$ cat config.mk
export PLATFORM = sky130hd
export DESIGN_NAME = icd_idle_detector
export DESIGN_NICKNAME = d
export VERILOG_FILES = /design/src/verilog/icd_chan_state.v /design/src/verilog/icd_idle_detector.v
export VERILOG_INCLUDE_DIRS = /design/src /design/src/verilog
export SDC_FILE = /design/constraint.sdc
export NUM_CORES = 1
export LEC_CHECK = 0
export ABC_AREA = 1
export BUFFER_PORTS_ARGS = -buffer_cell sky130_fd_sc_hd__buf_4
export CORE_MARGIN = 1.5
export CORE_UTILIZATION = 45
export DETAILED_ROUTE_END_ITERATION = 8
export MAX_ROUTING_LAYER = met4
export SLEW_MARGIN = 20
export SYNTH_ARGS = -nofsm -noshare
export SYNTH_HDL_FRONTEND = slang
export SYNTH_SLANG_ARGS = --single-unit
$ cat constraint.sdc
create_clock -name clock -period 33.3 [get_ports clock]
set_input_delay 6.66 -clock clock [delete_from_list [all_inputs] [get_ports clock]]
set_output_delay 6.66 -clock clock [all_outputs]
set_load 0.02 [all_outputs]
$ cat src/verilog/icd_regs.vh
// Purpose: register offsets, field positions, reset values and interval times
//          for the idle channel detector
// Assumes: byte wide register port, registers at their own byte offsets
// Notes:   definitions only
`ifndef ICD_REGS_VH
`define ICD_REGS_VH

// register offsets
`define ICD_ADDR_CONFIG      8'h32
`define ICD_ADDR_MASK        8'h33
`define ICD_ADDR_REFERENCE   8'h34
`define ICD_ADDR_MONSTAT     8'h38
`define ICD_ADDR_IRQ_STATUS  8'h39
`define ICD_ADDR_IRQ_MASK    8'h3a
`define ICD_ADDR_UNLOCK      8'h3b
`define ICD_ADDR_LAST_CHAN   8'h3c
`define ICD_ADDR_MONCFG      8'h6f

// reset values
`define ICD_RST_CONFIG       6'h1d
`define ICD_RST_MASK         8'h00
`define ICD_RST_REFERENCE    8'h55
`define ICD_RST_MONCFG       8'hfe
`define ICD_RST_IRQ_MASK     2'h0
`define ICD_RST_UNLOCK       1'h0

// detector config fields
`define ICD_CFG_ENABLE       5
`define ICD_CFG_INTERVAL_HI  4
`define ICD_CFG_INTERVAL_LO  2
`define ICD_CFG_SOURCE       1
`define ICD_CFG_PATH         0

// monitor pin config fields and codes
`define ICD_MON_ONE_HI       7
`define ICD_MON_ONE_LO       4
`define ICD_MON_TWO_HI       3
`define ICD_MON_TWO_LO       0
`define ICD_MON_CODE_IDLE    4'h0

// interrupt status bits
`define ICD_IRQ_BECAME_IDLE  0
`define ICD_IRQ_LEFT_IDLE    1

// protection interval times in microseconds
`define ICD_T_CODE0_US       64000
`define ICD_T_CODE1_US       128000
`define ICD_T_CODE2_US       512000
`define ICD_T_CODE3_US       1000000
`define ICD_T_CODE4_US       4100000
`define ICD_T_CODE5_US       8200000
`define ICD_T_CODE6_US       32800000
`define ICD_T_CODE7_US       65500000

// one byte of a channel arrives once per pcm frame
`define ICD_FRAME_US         125

`endif
$ cat src/verilog/icd_chan_state.v
// Purpose: per-channel store of previous byte, match timer and idle state
// Assumes: one read-modify-write per clock, read is combinational
// Notes:   byte and timer arrays carry no reset; primed bit hides stale data
`default_nettype none

module icd_chan_state #(
   parameter CH_BITS = 5,
   parameter NUM_CH  = 32,
   parameter T_BITS  = 20
) (
   input  wire                clock,
   input  wire                sys_rst,
   input  wire [CH_BITS-1:0]  rdChan,
   output wire [7:0]          rdPrev,
   output wire [T_BITS-1:0]   rdTimer,
   output wire                rdPrimed,
   output wire [NUM_CH-1:0]   idleVector,
   input  wire                wrEn,
   input  wire [CH_BITS-1:0]  wrChan,
   input  wire [7:0]          wrPrev,
   input  wire [T_BITS-1:0]   wrTimer,
   input  wire                wrIdle,
   input  wire                clearAll
);

   reg [7:0]        prevMem  [0:NUM_CH-1];
   reg [T_BITS-1:0] timerMem [0:NUM_CH-1];
   reg [NUM_CH-1:0] primed;
   reg [NUM_CH-1:0] idle;

   ////////////////////////////////////////////////////////////////////////////
   // separate state for every timeslot
   assign rdPrev     = prevMem[rdChan];
   assign rdTimer    = primed[rdChan] ? timerMem[rdChan] : {T_BITS{1'b0}};
   assign rdPrimed   = primed[rdChan];
   assign idleVector = idle;

   always @(posedge clock) begin
      if (wrEn) begin
         prevMem[wrChan]  <= wrPrev;
         timerMem[wrChan] <= wrTimer;
      end
   end

   always @(posedge clock or posedge sys_rst) begin
      if (sys_rst) begin
         primed <= {NUM_CH{1'b0}};
         idle   <= {NUM_CH{1'b0}};
      end else if (clearAll) begin
         primed <= {NUM_CH{1'b0}};
         idle   <= {NUM_CH{1'b0}};
      end else if (wrEn) begin
         primed[wrChan] <= 1'b1;
         idle[wrChan]   <= wrIdle;
      end
   end

endmodule

`default_nettype wire

$ cat src/verilog/icd_idle_detector.v
// Purpose: idle channel detector for the echo canceller pcm paths
// Assumes: pcm bytes arrive with a channel number and a one-cycle valid,
//          on the system clock; one byte per channel per frame
// Notes:   protected registers accept writes only while the unlock bit is set
//
// Functional notes
// - compare byte with previous or reference, masked
// - idle shown in monitor status flag
// - idle indication available on either monitor pin
// - monitor code 0000 routes idle to pin
// - enabled idle disables channel; else detection off
// - interval codes 000-011: 64ms to 1s
// - interval codes 100-111: 4.1s to 65.5s
// - source bit 1: compare with previous byte
// - source bit 0: compare with reference byte
// - path bit: 1 send input, 0 receive
// - mask bit 1 excludes that bit
// - reference byte resets to 55h
// - mask resets 00h; mask, reference write protected
// - config write protected, resets to 1dh
//
// Implementation choice: the plain strobed port.
`default_nettype none
`include "icd_regs.vh"

module icd_idle_detector #(
   parameter CH_BITS  = 5,
   parameter NUM_CH   = 32,
   parameter FRAME_US = `ICD_FRAME_US
) (
   input  wire                clock,
   input  wire                sys_rst,
   // register port
   input  wire [7:0]          regAddr,
   input  wire [7:0]          regWrData,
   input  wire                regWrite,
   input  wire                regRead,
   output reg  [7:0]          regRdData,
   // pcm inputs
   input  wire [7:0]          rcvByte,
   input  wire [CH_BITS-1:0]  rcvChan,
   input  wire                rcvValid,
   input  wire [7:0]          sndByte,
   input  wire [CH_BITS-1:0]  sndChan,
   input  wire                sndValid,
   // channel disable controls
   output reg                 disableStrobe,
   output reg  [CH_BITS-1:0]  disableChan,
   output reg                 coefReset,
   output reg                 cancelBypass,
   output reg                 speechReset,
   output reg  [NUM_CH-1:0]   chanDisabled,
   // monitor pins and interrupt
   output reg                 monitorPinOne,
   output reg                 monitorPinTwo,
   output wire                irq
);

   localparam T_BITS = 20;

   reg  [5:0]          detectorConfig;
   reg  [7:0]          compareBitMask;
   reg  [7:0]          referenceByte;
   reg  [7:0]          monitorConfig;
   reg  [1:0]          irqStatus;
   reg  [1:0]          irqMask;
   reg                 writeUnlock;
   reg  [CH_BITS-1:0]  lastIdleChan;

   wire [7:0]          rdPrev;
   wire [T_BITS-1:0]   rdTimer;
   wire                rdPrimed;
   wire [NUM_CH-1:0]   idleVector;

   ////////////////////////////////////////////////////////////////////////////
   // functions

   // whole frames needed to cover the interval; never below one
   function [T_BITS-1:0] protCount;
      input [2:0] code;
      reg [31:0] timeUs;
      reg [31:0] frames;
      begin
         case (code)
            3'h0: timeUs = `ICD_T_CODE0_US;
            3'h1: timeUs = `ICD_T_CODE1_US;
            3'h2: timeUs = `ICD_T_CODE2_US;
            3'h3: timeUs = `ICD_T_CODE3_US;
            3'h4: timeUs = `ICD_T_CODE4_US;
            3'h5: timeUs = `ICD_T_CODE5_US;
            3'h6: timeUs = `ICD_T_CODE6_US;
            default: timeUs = `ICD_T_CODE7_US;
         endcase
         frames = (timeUs + FRAME_US - 1) / FRAME_US;
         if (frames == 32'h0)
            frames = 32'h1;
         protCount = frames[T_BITS-1:0];
      end
   endfunction

   // masked bits never cause a mismatch
   function bytesMatch;
      input [7:0] value;
      input [7:0] target;
      input [7:0] ignore;
      begin
         bytesMatch = (((value ^ target) & ~ignore) == 8'h00);
      end
   endfunction

   // monitor pin output for one configuration code
   function monitorSelect;
      input [3:0] code;
      input       idleNow;
      begin
         if (code == `ICD_MON_CODE_IDLE)
            monitorSelect = idleNow;
         else
            monitorSelect = 1'b0;
      end
   endfunction

   ////////////////////////////////////////////////////////////////////////////
   // configuration fields

   wire          detectEnable = detectorConfig[`ICD_CFG_ENABLE];
   wire [2:0]    intervalSel  = detectorConfig[`ICD_CFG_INTERVAL_HI:`ICD_CFG_INTERVAL_LO];
   wire          sourcePrev   = detectorConfig[`ICD_CFG_SOURCE];
   wire          pathSend     = detectorConfig[`ICD_CFG_PATH];

   ////////////////////////////////////////////////////////////////////////////
   // sample selection and compare

   wire [7:0]         inByte  = pathSend ? sndByte  : rcvByte;
   wire [CH_BITS-1:0] inChan  = pathSend ? sndChan  : rcvChan;
   wire               inValid = pathSend ? sndValid : rcvValid;

   // with no stored byte yet, previous-byte mode cannot match
   wire [7:0]  compareTarget = sourcePrev ? rdPrev : referenceByte;
   wire        targetUsable  = sourcePrev ? rdPrimed : 1'b1;
   wire        byteMatches   = targetUsable && bytesMatch(inByte, compareTarget, compareBitMask);

   wire [T_BITS-1:0] needed = protCount(intervalSel);
   wire              wasIdle = idleVector[inChan];

   reg  [T_BITS-1:0] next_timer;
   reg               next_idle;

   always @* begin
      next_timer = {T_BITS{1'b0}};
      next_idle  = 1'b0;
      if (byteMatches) begin
         if (rdTimer >= needed - 1'b1) begin
            next_timer = rdTimer;
            next_idle  = 1'b1;
         end else begin
            next_timer = rdTimer + 1'b1;
            next_idle  = 1'b0;
         end
      end
   end

   // detection off holds every channel non-idle
   wire stateWrite = inValid && detectEnable;
   wire becameIdle = stateWrite && next_idle && !wasIdle;
   wire leftIdle   = stateWrite && !next_idle && wasIdle;

   icd_chan_state #(
      .CH_BITS (CH_BITS),
      .NUM_CH  (NUM_CH),
      .T_BITS  (T_BITS)
   ) chanState (
      .clock      (clock),
      .sys_rst    (sys_rst),
      .rdChan     (inChan),
      .rdPrev     (rdPrev),
      .rdTimer    (rdTimer),
      .rdPrimed   (rdPrimed),
      .idleVector (idleVector),
      .wrEn       (stateWrite),
      .wrChan     (inChan),
      .wrPrev     (inByte),
      .wrTimer    (next_timer),
      .wrIdle     (next_idle),
      .clearAll   (!detectEnable)
   );

   ////////////////////////////////////////////////////////////////////////////
   // channel disable and monitor outputs

   always @(posedge clock or posedge sys_rst) begin
      if (sys_rst) begin
         disableStrobe <= 1'b0;
         disableChan   <= {CH_BITS{1'b0}};
         coefReset     <= 1'b0;
         cancelBypass  <= 1'b0;
         speechReset   <= 1'b0;
         chanDisabled  <= {NUM_CH{1'b0}};
         monitorPinOne <= 1'b0;
         monitorPinTwo <= 1'b0;
      end else begin
         disableStrobe <= stateWrite;
         chanDisabled  <= detectEnable ? idleVector : {NUM_CH{1'b0}};
         if (stateWrite) begin
            disableChan   <= inChan;
            coefReset     <= next_idle;
            cancelBypass  <= next_idle;
            speechReset   <= next_idle;
            monitorPinOne <= monitorSelect(monitorConfig[`ICD_MON_ONE_HI:`ICD_MON_ONE_LO],
                                           next_idle);
            monitorPinTwo <= monitorSelect(monitorConfig[`ICD_MON_TWO_HI:`ICD_MON_TWO_LO],
                                           next_idle);
         end else if (!detectEnable) begin
            coefReset     <= 1'b0;
            cancelBypass  <= 1'b0;
            speechReset   <= 1'b0;
            monitorPinOne <= 1'b0;
            monitorPinTwo <= 1'b0;
         end
      end
   end

   ////////////////////////////////////////////////////////////////////////////
   // register writes

   wire protectedOk = writeUnlock;

   always @(posedge clock or posedge sys_rst) begin
      if (sys_rst) begin
         detectorConfig <= `ICD_RST_CONFIG;
         compareBitMask <= `ICD_RST_MASK;
         referenceByte  <= `ICD_RST_REFERENCE;
         monitorConfig  <= `ICD_RST_MONCFG;
         irqMask        <= `ICD_RST_IRQ_MASK;
         writeUnlock    <= `ICD_RST_UNLOCK;
      end else if (regWrite) begin
         case (regAddr)
            `ICD_ADDR_CONFIG: begin
               if (protectedOk)
                  detectorConfig <= regWrData[5:0];
            end
            `ICD_ADDR_MASK: begin
               if (protectedOk)
                  compareBitMask <= regWrData;
            end
            `ICD_ADDR_REFERENCE: begin
               if (protectedOk)
                  referenceByte <= regWrData;
            end
            `ICD_ADDR_MONCFG:   monitorConfig <= regWrData;
            `ICD_ADDR_IRQ_MASK: irqMask       <= regWrData[1:0];
            `ICD_ADDR_UNLOCK:   writeUnlock   <= regWrData[0];
            default: ;
         endcase
      end
   end

   ////////////////////////////////////////////////////////////////////////////
   // interrupt status: a new event in the clearing read cycle survives

   wire       irqClear = regRead && (regAddr == `ICD_ADDR_IRQ_STATUS);
   wire [1:0] irqSet   = {leftIdle, becameIdle};

   always @(posedge clock or posedge sys_rst) begin
      if (sys_rst) begin
         irqStatus    <= 2'h0;
         lastIdleChan <= {CH_BITS{1'b0}};
      end else begin
         irqStatus <= (irqStatus & {2{~irqClear}}) | irqSet;
         if (becameIdle)
            lastIdleChan <= inChan;
      end
   end

   assign irq = |(irqStatus & irqMask);

   ////////////////////////////////////////////////////////////////////////////
   // register reads, data in the cycle after the strobe

   wire anyIdle = |idleVector;

   always @(posedge clock or posedge sys_rst) begin
      if (sys_rst) begin
         regRdData <= 8'h00;
      end else if (regRead) begin
         case (regAddr)
            `ICD_ADDR_CONFIG:     regRdData <= {2'h0, detectorConfig};
            `ICD_ADDR_MASK:       regRdData <= compareBitMask;
            `ICD_ADDR_REFERENCE:  regRdData <= referenceByte;
            `ICD_ADDR_MONSTAT:    regRdData <= {7'h00, anyIdle};
            `ICD_ADDR_IRQ_STATUS: regRdData <= {6'h00, irqStatus};
            `ICD_ADDR_IRQ_MASK:   regRdData <= {6'h00, irqMask};
            `ICD_ADDR_UNLOCK:     regRdData <= {7'h00, writeUnlock};
            `ICD_ADDR_LAST_CHAN:  regRdData <= {{(8-CH_BITS){1'b0}}, lastIdleChan};
            `ICD_ADDR_MONCFG:     regRdData <= monitorConfig;
            default:              regRdData <= 8'h00;
         endcase
      end else begin
         regRdData <= 8'h00;
      end
   end

endmodule

`default_nettype wire

# Yosys cells after proc, flatten, opt, wreduce, memory -nomap -nowiden
# Memories as Yosys holds them, arrays and structs flattened.
# Cells that the tools add are included.
[classes]
add_sub_neg = 4
div = 1
magnitude_cmp = 3
eq_ne = 16
n_mux = 34
n_bitwise = 8
n_reduce_logical = 23
[ops]
columns = ["operator", "count"]
rows = [
  ["$pmux W26 S7", 1],
  ["$mux W32", 5],
  ["$mux W20", 4],
  ["$pmux W8 S9", 1],
  ["$eq A8 B6 Y1 const B", 8],
  ["$add A32 B7 Y32 const B", 1],
  ["$bwmux W32", 1],
  ["$div A32 B7 Y32 const B", 1],
  ["$logic_not A32 Y1", 1],
  ["$or A32 B32 Y32", 1],
  ["$reduce_or A32 Y1", 1],
  ["$sub A32 B1 Y32 const B", 1],
  ["$mux W8", 3],
  ["$add A20 B1 Y20 const B", 1],
  ["$ge A20 B20 Y1", 1],
  ["$sub A20 B1 Y20 const B", 1],
  ["$mux W1", 15],
  ["$bmux W1 S5", 2],
  ["$eq A3 B3 Y1 const B", 3],
  ["$reduce_and A3 Y1", 3],
  ["$and A8 B8 Y8", 1],
  ["$eq A8 B7 Y1 const B", 1],
  ["$logic_and A1 B1 Y1", 8],
  ["$logic_not A4 Y1", 2],
  ["other kinds (17)", 22],
]
[word_totals]
register_bits = 153
mem_bits_rw = 896
inputBits = 48
out_inout_bits = 52
word_cells = 108
memories = 2
[mem_list]
columns = ["name", "words", "width", "rd", "rd_ports_with_merged_regs", "write_ports", "line_no", "rtl"]
rows = [
  ["chanState.timerMem", 32, 20, 1, 0, 1, "icd_chan_state.v:27", "reg [T_BITS-1:0] timerMem [0:NUM_CH-1];"],
  ["chanState.prevMem", 32, 8, 1, 0, 1, "icd_chan_state.v:26", "reg [7:0] prevMem [0:NUM_CH-1];"],
]

# Logic depth before layout (Yosys ltp)
# Gate-level depths: netlist of run 1.
[depth]
depth_word = 15
ltp_mapped = 170

# Modules after synthesis
# A second synthesis of run 1 with hierarchy kept.
[unflattened]
hier_cells = 7075
area_unflattened_um2 = 60785.8
[by_module_without_submodules]
columns = ["mod", "n_inst", "cells_per_inst", "area_per_inst_um2"]
rows = [
  ["icd_chan_state", 1, 3629, 40063.4],
  ["icd_idle_detector", 1, 3446, 20722.4],
]

# Least setup slack after synthesis of run 1
# Ideal clock, no wire load.
[synth_timing]
kind = "register to register"
startpoint = "register detectorConfig[3]"
endpoint = "memory chanState.timerMem[0][14], data pin"
setup_time_ns = 0.490
arrival_ns = 19.761
required_time_ns = 32.810
setup_slack_ns = 13.049
stages_incl_launch_ff = 141
n_path_buf = 17
cell_sequence = "dfstp_2 inv_2 ha_1 clkbuf_8 inv_2 buf_2 a21oi_1 inv_1 ha_1 inv_1 nor2_4 nand3_4 nand4_1 nand2_4 nor2_2 nand2_2 o21ai_4 buf_6 [105 not listed] ha_1 and3_1 nand3_1 xor2_1 ha_1 nand2_1 o21ai_0 o21ai_0 a21oi_1 o31ai_1 a21oi_1 nor2_1 inv_1 nor3_1 nand3_1 nor2_1 a21oi_1 a311oi_1"
[synth_between]
elab_chain_len = 11
word_cells_on_any_way = 17
cone_classes = "add/sub (3); div (1); order compare (1); eq/ne (6); mux (4); reduce/logical (2)"
[synth_lines]
columns = ["element", "line_no", "rtl"]
rows = [
  ["start, declared", "icd_idle_detector.v:61", "reg [5:0] detectorConfig;"],
  ["start signal, assigned", "icd_idle_detector.v:230", "detectorConfig <= `ICD_RST_CONFIG;"],
  ["start signal, assigned", "icd_idle_detector.v:240", "detectorConfig <= regWrData[5:0];"],
  ["$eq A3 B3 Y1, or another cell as far along", "icd_idle_detector.v:84", "case (code)"],
  ["$pmux W26 S7 (*)", "icd_idle_detector.v:84", ""],
  ["$add A32 B7 Y32 (*)", "icd_idle_detector.v:94", "frames = (timeUs + FRAME_US - 1) / FRAME_US;"],
  ["$sub A32 B1 Y32 (*)", "icd_idle_detector.v:94", ""],
  ["$div A32 B7 Y32 (*)", "icd_idle_detector.v:94", ""],
  ["$logic_not A32 Y1", "icd_idle_detector.v:95", "if (frames == 32'h0)"],
  ["$mux W20 (*)", "icd_idle_detector.v:95", ""],
  ["$sub A20 B1 Y20 (*)", "icd_idle_detector.v:153", "if (rdTimer >= needed - 1'b1) begin"],
  ["$ge A20 B20 Y1 (*)", "icd_idle_detector.v:153", ""],
  ["$mux W20 (*)", "icd_idle_detector.v:153", ""],
  ["$mux W20 (*)", "icd_idle_detector.v:152", "if (byteMatches) begin"],
  ["via chanState.wrTimer[14]", "icd_chan_state.v:21", "input wire [T_BITS-1:0] wrTimer,"],
  ["end, declared", "icd_chan_state.v:27", ""],
]
# The timed path passes the listed nets; every way through them passes the cells marked *.

# Worst setup path in the final report of run 1
[layout_timing]
startpoint = "register detectorConfig[3]"
endpoint = "memory chanState.timerMem[11][14], data pin"
# The elaborated chain is that of the path after synthesis.

==> results of run 1 <==
-- flip-flops by register name (all words and copies together), names as in the netlist --
| register | flops |
|---|---|
| chanState.primed | 32 |
| disableChan | 5 |
| compareBitMask | 8 |
| chanState.prevMem | 256 |
| disableStrobe | 1 |
| speechReset | 1 |
| monitorPinOne | 1 |
| regRdData | 8 |
| monitorPinTwo | 1 |
| detectorConfig | 6 |
| chanState.idleVector | 32 |
| irqMask | 2 |
| irqStatus | 2 |
| chanState.timerMem | 640 |
| referenceByte | 8 |
| monitorConfig | 8 |
| lastIdleChan | 5 |
| protectedOk | 1 |
| chanDisabled | 32 |
-- cell usage in the layout, fill, tap and decap left out, types with 17 or more instances in the layout --
master / n
edfxtp_1: 896
a21oi_1: 80
nand3_4: 21
clkinv_1: 31
nand2_4: 62
nor4_1: 19
ha_1: 43
nor2_4: 74
nor3_1: 65
clkbuf_16: 104
nor2_1: 388
xor2_1: 74
buf_4: 182
inv_1: 556
nor3_2: 18
inv_2: 51
nand3b_1: 27
clkbuf_1: 17
o22ai_1: 439
or2_2: 20
nand2_2: 197
dfrtp_1: 138
o21ai_0: 372
o221ai_1: 21
nand4_1: 189
nor2_2: 64
o21ai_1: 17
nand3_1: 396
nand2_1: 1163
clkinv_2: 29
nand3_2: 73
xnor2_1: 19
-- worst max-delay path: cells and delay by family (launching register included) --
family	cells	cell delay (ps)
buffers and inverters	16	2560
AND/OR/NAND/NOR	100	21900
AO/OA/AOI/OAI	8	1540
flip-flops	1	790
XOR/XNOR	1	160
adder cells (fa/ha/maj)	3	770
-- cell families (layout without fill, tap and decap cells) --
| group | Yosys count | after routing |
|---|---|---|
| compound gates | 1037 | 1037 |
| xor+xnor | 93 | 93 |
| fa+ha+maj | 43 | 43 |
| buf+inv | 860 | 1007 |
| flops | 1049 | 1049 |
| mux | 7 | 7 |
| other cells | 1 | 4 |
| simple gates | 2805 | 2805 |
-- report_power, final --
part | leakage, uW | total, uW | switching, uW | internal [uW]
Combinational | 0.0125 | 2510 | 1810 | 703
Sequential | 0.0116 | 1420 | 0.848 | 1410
Clock | 0.00165 | 1170 | 498 | 667
Total | 0.0258 | 5090 | 2310 | 2780
-- through the flow --
| stage | hold WS, ps | util [%] | area, um2 | std cells | setup WS, ps |
|---|---|---|---|---|---|
| 2_1_floorplan | 449 | - | 56400 | 5895 | 13050 |
| 3_3_place_gp | 466 | 47.5 | 58900 | 7489 | 5940 |
| 3_5_place_dp | 476 | 47.5 | 58900 | 7489 | 5310 |
| 4_1_cts | 490 | 50.2 | 62300 | 7679 | 5220 |
| 5_1_grt | 515 | 50.2 | 62300 | 7681 | 2480 |
| 6_report | 487 | 50.2 | 62300 | 7682 | 5150 |
-- cells in the mapped netlist (52+ instances only) --
library cell,count
nand2_4,62
nand4_1,189
nand2_1,1163
nand2_2,197
nor3_1,75
nor2_1,421
inv_1,561
nor2_2,64
xor2_1,74
nand3_2,73
o21ai_0,372
a21oi_1,83
dfrtp_1,138
edfxtp_1,896
nand3_1,396
inv_2,52
o22ai_1,439
clkbuf_1,118
-- cell type report --
type | instances | area [um2]
antenna | 3 | 7.51
clock inverter | 65 | 637
timing repair buffer | 184 | 1410
sequential | 1049 | 30800
fill | 11500 | 61700
inverter | 633 | 2430
multi-input combinational | 3986 | 22300
clock buffer | 125 | 2720
tap | 1637 | 2050
-- worst max-delay path by stage --
| stage | slack, ps | end | depth (start not counted) | startpoint |
|---|---|---|---|---|
| global route | 2480 | chanState.timerMem[11][14]$_DFFE_PP_ | 128 | detectorConfig[3]$_DFFE_PP1P_ |
| floorplan | 13050 | chanState.timerMem[0][14]$_DFFE_PP_ | 140 | detectorConfig[3]$_DFFE_PP1P_ |
| global placement | 5940 | chanState.timerMem[6][18]$_DFFE_PP_ | 129 | detectorConfig[3]$_DFFE_PP1P_ |
| finish | 5150 | chanState.timerMem[11][14]$_DFFE_PP_ | 128 | detectorConfig[3]$_DFFE_PP1P_ |
| CTS | 5220 | chanState.timerMem[12][18]$_DFFE_PP_ | 130 | detectorConfig[3]$_DFFE_PP1P_ |
| detailed placement | 5310 | chanState.timerMem[4][18]$_DFFE_PP_ | 131 | detectorConfig[3]$_DFFE_PP1P_ |
-- metal layers --
metal	global-route usage [%]	share of wire, %	up-vias
met3	3.52	6.9	225
met4	6.52	2.2	0
met5	-	0	-
met1	38.6	43	22100
li1	-	-	20800
met2	47.0	48	1630
==> key figures, run 1 <==
Run status
  – Outcome: finished, violations left
  – Violated checks: DRC

Routing
  – DR vias: 44.8k
  – DRC viols: 2
  – Via density: 5.83
  – Initial DRC Count: 4907
  – ANT nets after route: 0
  – Drt pass-1 iters: 8
  – WL per Instance: 23.5 um
  – WL final: between 150 and 200 mm

Synthesis
  – Mux cell area share after synthesis: less than 1%
  – Prevailing post-synth register cell: edfxtp_1
  – Adder-Cell Fraction of Synth Area: 0.954%
  – Mean post-synth cell area: 9.57 um2
  – Yosys top cell area share: 47.7%
  – Syn Inst Count: just under 6k
  – #FFs+latches synth: 1049
  – Largest family of logic cells by synthesized area: simple AND/OR/NAND/NOR gates
  – Simple-Gate Fraction of Synth Area: 25.3%
  – Top cells by area, synth: edfxtp_1 48%, nand2_1 7.7%, dfrtp_1 6.1%
  – Fraction of registers with async set/reset: 14.6%
  – Post-synth EDFFs: between 800 and 900
  – Sequential share of the synthesized area: 54.5%
  – Yosys Warn Count: 0
  – Post-synthesis compound-gate area fraction: between 10% and 20%
  – Netlist Area Pre-Place: 56400 um2
  – Synth Area in XOR/XNOR: 1.44%
  – Synthesized Nets: roughly 6k
  – Distinct cells, synth: 79
  – Synth area leader: edfxtp_1

Critical path
  – Reg2Reg Depth: 128
  – Crit-path slowest cell: nor2_1
  – Reg2reg setup slack: 5150 ps
  – Crit Path Class: reg -> reg
  – Max incr delay on CP: roughly 890 ps
  – RR Startpoint: detectorConfig[3]$_DFFE_PP1P_
  – CP endpoint kind: register
  – Worst EP arrival: 28600 ps
  – Crit path required time: about 34000 ps
  – Reg2reg end: chanState.timerMem[11][14]$_DFFE_PP_
  – Crit path max fanout: 32
  – Setup crit start kind: register
  – Most used cell, CP: nand2_1

Clocking
  – Clk buf depth: 3
  – # H-tree levels: 3
  – TritonCTS Sinks: approximately 1.0k
  – Post-CTS Setup Bufs: 0
  – Post-CTS Resized: 0
  – CTS Root Buffer Type: clkbuf_16
  – TritonCTS clock tree: yes
  – Clk slew on worst S/H paths: around 70 ps
  – Hold Buf Count CTS: 0
  – TritonCTS buffer count: about 100
  – Skew-Pair Late Insertion Delay: ~690 ps

GRT
  – GR Overflow Total: 0
  – Vias in the first global route: 42.1k
  – Largest net degree at the start of global routing: 135
  – Global-route wire length before repair: 269 mm
  – Total track usage: 28.8%
  – Antenna violations before repair: 4

Layout
  – Share of cells above drive strength 1: between 10% and 20%
  – Layout area overhead: 10.4%
  – Post-layout net count: 6047

Place
  – IO buf count: 99
  – GP Congestion: 0.964
  – DP HPWL: 115 mm

Timing
  – Slew margin rel.: around 18%
  – Pins Over Slew Limit: 0
  – RSZ-0062 raised after global routing: no
  – Fmax: 35.5 MHz
  – Final setup TNS: 0 ps
  – # setup viols final: 0
  – Post-route clock skew: 39.6 ps
  – Worst Tran Pin Value: 1220 ps
  – Final Cycle Share: 84.5%
  – Hold Fails Final Rpt: 0
  – Fin crit period: approximately 28000 ps

Pwr
  – Leak: 0.0258 uW
  – Power after layout: around 5000 uW
  – Worst IR Drop VDD: 76.6 uV
  – PD cells: 81.8 nW/um2

Floorplanning
  – Die width: between 300 and 400 um
  – Initial Utilization: 45.5%
  – Chip height: 357 um
  – Top Ports: 100
  – Die area: 127000 um2
  – Std-Cell Rows: 129
  – Core ar.: 124000 um2

Min path
  – Hold EP: lastIdleChan[4]$_DFFE_PP0P_
  – Hold Path Depth: 2
  – Path type of the worst min-delay path: reg -> reg
  – Hold_sp: lastIdleChan[4]$_DFFE_PP0P_

Flow run
  – Max Cap Violations: 0
Power figures use the tool's default switching activity.
==> inputs of run 2 (changes only) <==
Settings changed: ABC_AREA 1 to 0.
Clock period 33.3 ns to 23.5 ns, I/O delays scaled along.
==> key figures, run 2 <==
Run status
  – Outcome: finished, violations left
  – Violated checks: DRC

Floorplanning
  – Core ar.: 126000 um2 (+1.7%)
  – Chip height: 360 um (+0.80%)
  – Die width: 360 um (+0.80%)
  – Top Ports: 100 (unchanged)
  – Die area: 130000 um2 (+1.6%)
  – Initial Utilization: 45.5% (about the same)
  – Std-Cell Rows: 130 (+0.78%)

Critical path
  – Crit Path Class: reg -> reg
  – Crit path max fanout: 10 (-69%)
  – CP endpoint kind: register
  – Most used cell, CP: buf_4
  – Worst EP arrival: 23780 ps (-4820 ps)
  – Crit path required time: 23910 ps (-9840 ps)
  – Reg2reg setup slack: 140 ps (-5010 ps)
  – Setup crit start kind: register
  – Crit-path slowest cell: dfstp_2
  – Max incr delay on CP: 610 ps (-280 ps)

Synthesis
  – Top post-synthesis cells by count: 896 x edfxtp_1, 306 x nor2_1, 270 x nand2_1
  – Distinct cells, synth: 159 (+100%)
  – Mean post-synth cell area: 12.7 um2 (+33%)
  – Synth area leader: edfxtp_1
  – Fraction of registers with async set/reset: 14.6% (unchanged)
  – Syn Inst Count: 4503 (-24%)
  – Prevailing post-synth register cell: edfxtp_1
  – Netlist Area Pre-Place: 57300 um2 (+1.6%)
  – Yosys Warn Count: 0 (unchanged)
  – Post-synth EDFFs: 896 (unchanged)
  – Top cells by area, synth: edfxtp_1 47%, mux4_2 9.4%, dfrtp_1 6.0%
  – Synthesized Nets: 4594 (-23%)
  – #FFs+latches synth: 1049 (unchanged)
  – Sequential share of the synthesized area: 53.7% (-0.87 points)
  – Count leader, synth: edfxtp_1
  – Yosys top cell area share: 46.9% (-0.76 points)

Routing
  – WL final: 190 mm (+5.0%)
  – WL per Instance: 25.3 um (+7.5%)
  – ANT nets after route: 0 (unchanged)
  – Drt pass-1 iters: 9 (+1)
  – Initial DRC Count: 4730 (-3.6%)
  – DR vias: 46.0k (+2.7%)
  – DRC viols: 1 (-1)
  – Via density: 6.13 (+5.2%)

GRT
  – Antenna violations before repair: 0 (-4)
  – Met1 Usage GRT: 40.0% (+1.4 points)
  – GR Overflow Total: 0 (unchanged)
  – Met3 Use GR: 2.67% (-0.85 points)
  – Busiest grt layer: met2
  – Largest net degree at the start of global routing: 88 (-35%)
  – Total track usage: 29.5% (+0.64 points)
  – Global-route wire length before repair: 284 mm (+5.5%)
  – Vias in the first global route: 45.1k (+7.1%)
  – Global Route met2 Usage: 48.0% (+0.97 points)

Pwr
  – Worst IR Drop VDD: 170 uV (+120%)
  – Leak: 0.0296 uW (+15%)
  – PD cells: 120 nW/um2 (+47%)

Place
  – DP HPWL: 127 mm (+9.7%)
  – IO buf count: 99 (unchanged)
  – GP Congestion: 0.930 (-3.5%)

Clocking
  – Skew-Pair Late Insertion Delay: 670 ps (-20 ps)
  – CTS Root Buffer Type: clkbuf_16
  – Clk slew on worst S/H paths: 60 ps (about the same)
  – TritonCTS clock tree: yes
  – Hold Buf Count CTS: 0 (unchanged)
  – # H-tree levels: 3 (unchanged)
  – TritonCTS Sinks: 1049 (unchanged)
  – Clk buf depth: 3 (unchanged)
  – TritonCTS buffer count: 96 (-5.9%)

Timing
  – RSZ-0062 raised after global routing: yes
  – Worst Tran Pin Value: 1160 ps (-57.1 ps)
  – Fmax: 42.8 MHz (+20%)
  – Hold slack final: 481 ps (-5.82 ps)
  – Post-route clock skew: 31.0 ps (-8.62 ps)
  – Pins Over Slew Limit: 0 (unchanged)
  – Hold Fails Final Rpt: 0 (unchanged)
  – # setup viols final: 0 (unchanged)
  – Fin crit period: 23360 ps (-4790 ps)
  – Final Cycle Share: 99.4% (+15 points)
  – Slew margin rel.: 21.7% (+4.2 points)

Min path
  – Path type of the worst min-delay path: reg -> reg

Layout
  – Register with the most flip-flops: chanState.timerMem
  – Most common cell after layout, fill and taps aside: buf_4
  – Regs by FF count: chanState.timerMem: 640 flops, chanState.prevMem: 256 flops
  – Max reg flops: 640 (unchanged)
  – Antenna cell count: 0 (-3)
  – Post-layout net count: 5868 (-3.0%)
  – Most frequent cells in the layout: 1369 x buf_4, 896 x edfxtp_1, 250 x nand2_1
  – Layout area overhead: 31.5%
  – Number of fillers in the final layout: 10.0k (-13%)
  – Fin util: 59.8% (+9.6 points)
  – Share of cells above drive strength 1: 41.6% (+25 points)

Flow run
  – Max Cap Violations: 0 (unchanged)
[run 2: cell count changes after synthesis, moves of 68 or more]
cell / before / now
nand3_1: 396 / 130
nand2_2: 197 / 4
inv_1: 561 / 74
mux4_2: 0 / 240
mux2_2: 1 / 70
and2_1: 4 / 84
nand3_2: 73 / 5
o21ai_0: 372 / 141
nand2_1: 1163 / 270
o22ai_1: 439 / 145
nor2_1: 421 / 306
xnor2_1: 19 / 141
a21oi_1: 83 / 169
nand4_1: 189 / 50
[run 2: worst max-delay path: cells and delay by family (launching register included)]
kind                     cells  cell delay (ps)
flip-flops                   1              610
buffers and inverters       29             4490
adder cells (fa/ha/maj)      3              620
multiplexers                 3              880
AO/OA/AOI/OAI               39             8270
XOR/XNOR                     3              460
AND/OR/NAND/NOR             43             7740
[run 2: timing repair]
action / CTS / global route
gates resized for setup: 178 / 181
endpoints found under the setup margin: 682 / 682
buffers inserted: 42 / 65
endpoints found under the hold margin: 0 / 0
pin swaps: 92 / 125
gates cloned: 6 / 4
[run 2: kinds of logic (layout without fill, tap and decap cells)]
family          Yosys count  in the layout  share of synthesized area, %
compound gates         1130           1130                          14.9
mux                     366            366                          11.8
fa+ha+maj                45             45                         0.974
xor+xnor                203            203                          3.27
other cells               1              1                       0.00654
flops                  1049           1049                          53.7
buf+inv                 338           1682                          2.46
simple gates           1371           1377                          13.0
[run 2: layer usage]
layer  up-vias  part of all wire, %
li1      20600                    -
met1     23300                   42
met2      1782                   49
met3       290                  6.8
met4         0                  2.6
met5         -                    0
[run 2: final timing paths]
check | depth (start not counted) | endpoint | start
min in group asynchronous | 2 | chanDisabled[20]$_DFF_PP0_ | sys_rst
worst max-delay path | 120 | chanState.timerMem[11][18]$_DFFE_PP_ | detectorConfig[3]$_DFFE_PP1P_
worst max register to register | 120 | chanState.timerMem[11][18]$_DFFE_PP_ | detectorConfig[3]$_DFFE_PP1P_
max in group asynchronous | 3 | detectorConfig[5]$_DFFE_PP0P_ | sys_rst
worst min register to register | 1 | chanState.primed[0]$_DFFE_PP0P_ | chanState.primed[0]$_DFFE_PP0P_
worst min-delay path | 1 | chanState.primed[0]$_DFFE_PP0P_ | chanState.primed[0]$_DFFE_PP0P_
[run 2: power breakdown]
group,switching [uW],total [uW],leakage (uW),internal (uW)
Combinational,2820,5470,0.0164,2650
Sequential,1.01,2000,0.0117,2000
Clock,670,1570,0.00153,900
Total,3490,9040,0.0296,5560
[run 2: final cells by class]
type	count	area [um2]	area share, %
well taps	1650	2060	2.74
multi-input cells	3122	27900	37.1
repair buffers	1421	11200	14.8
inverters	87	342	0.453
clock buffers	128	2650	3.51
clock inverters	46	494	0.656
flip-flops and latches	1049	30800	40.8
[run 2: metrics by stage]
step | power (uW) | instance area, um2 | std cells | setup WS, ps | TNS, ps
floorplan | 4500 | 58100 | 4503 | 6.10 | 0
CTS | 8650 | 73900 | 7434 | 1.17 | 0
detailed placement | 6790 | 69400 | 7212 | -1380 | -626610
global route | 9510 | 75400 | 7503 | -1030 | -495360
global placement | 6790 | 69300 | 7212 | -1200 | -564510
finish | 9040 | 75400 | 7503 | 138 | 0
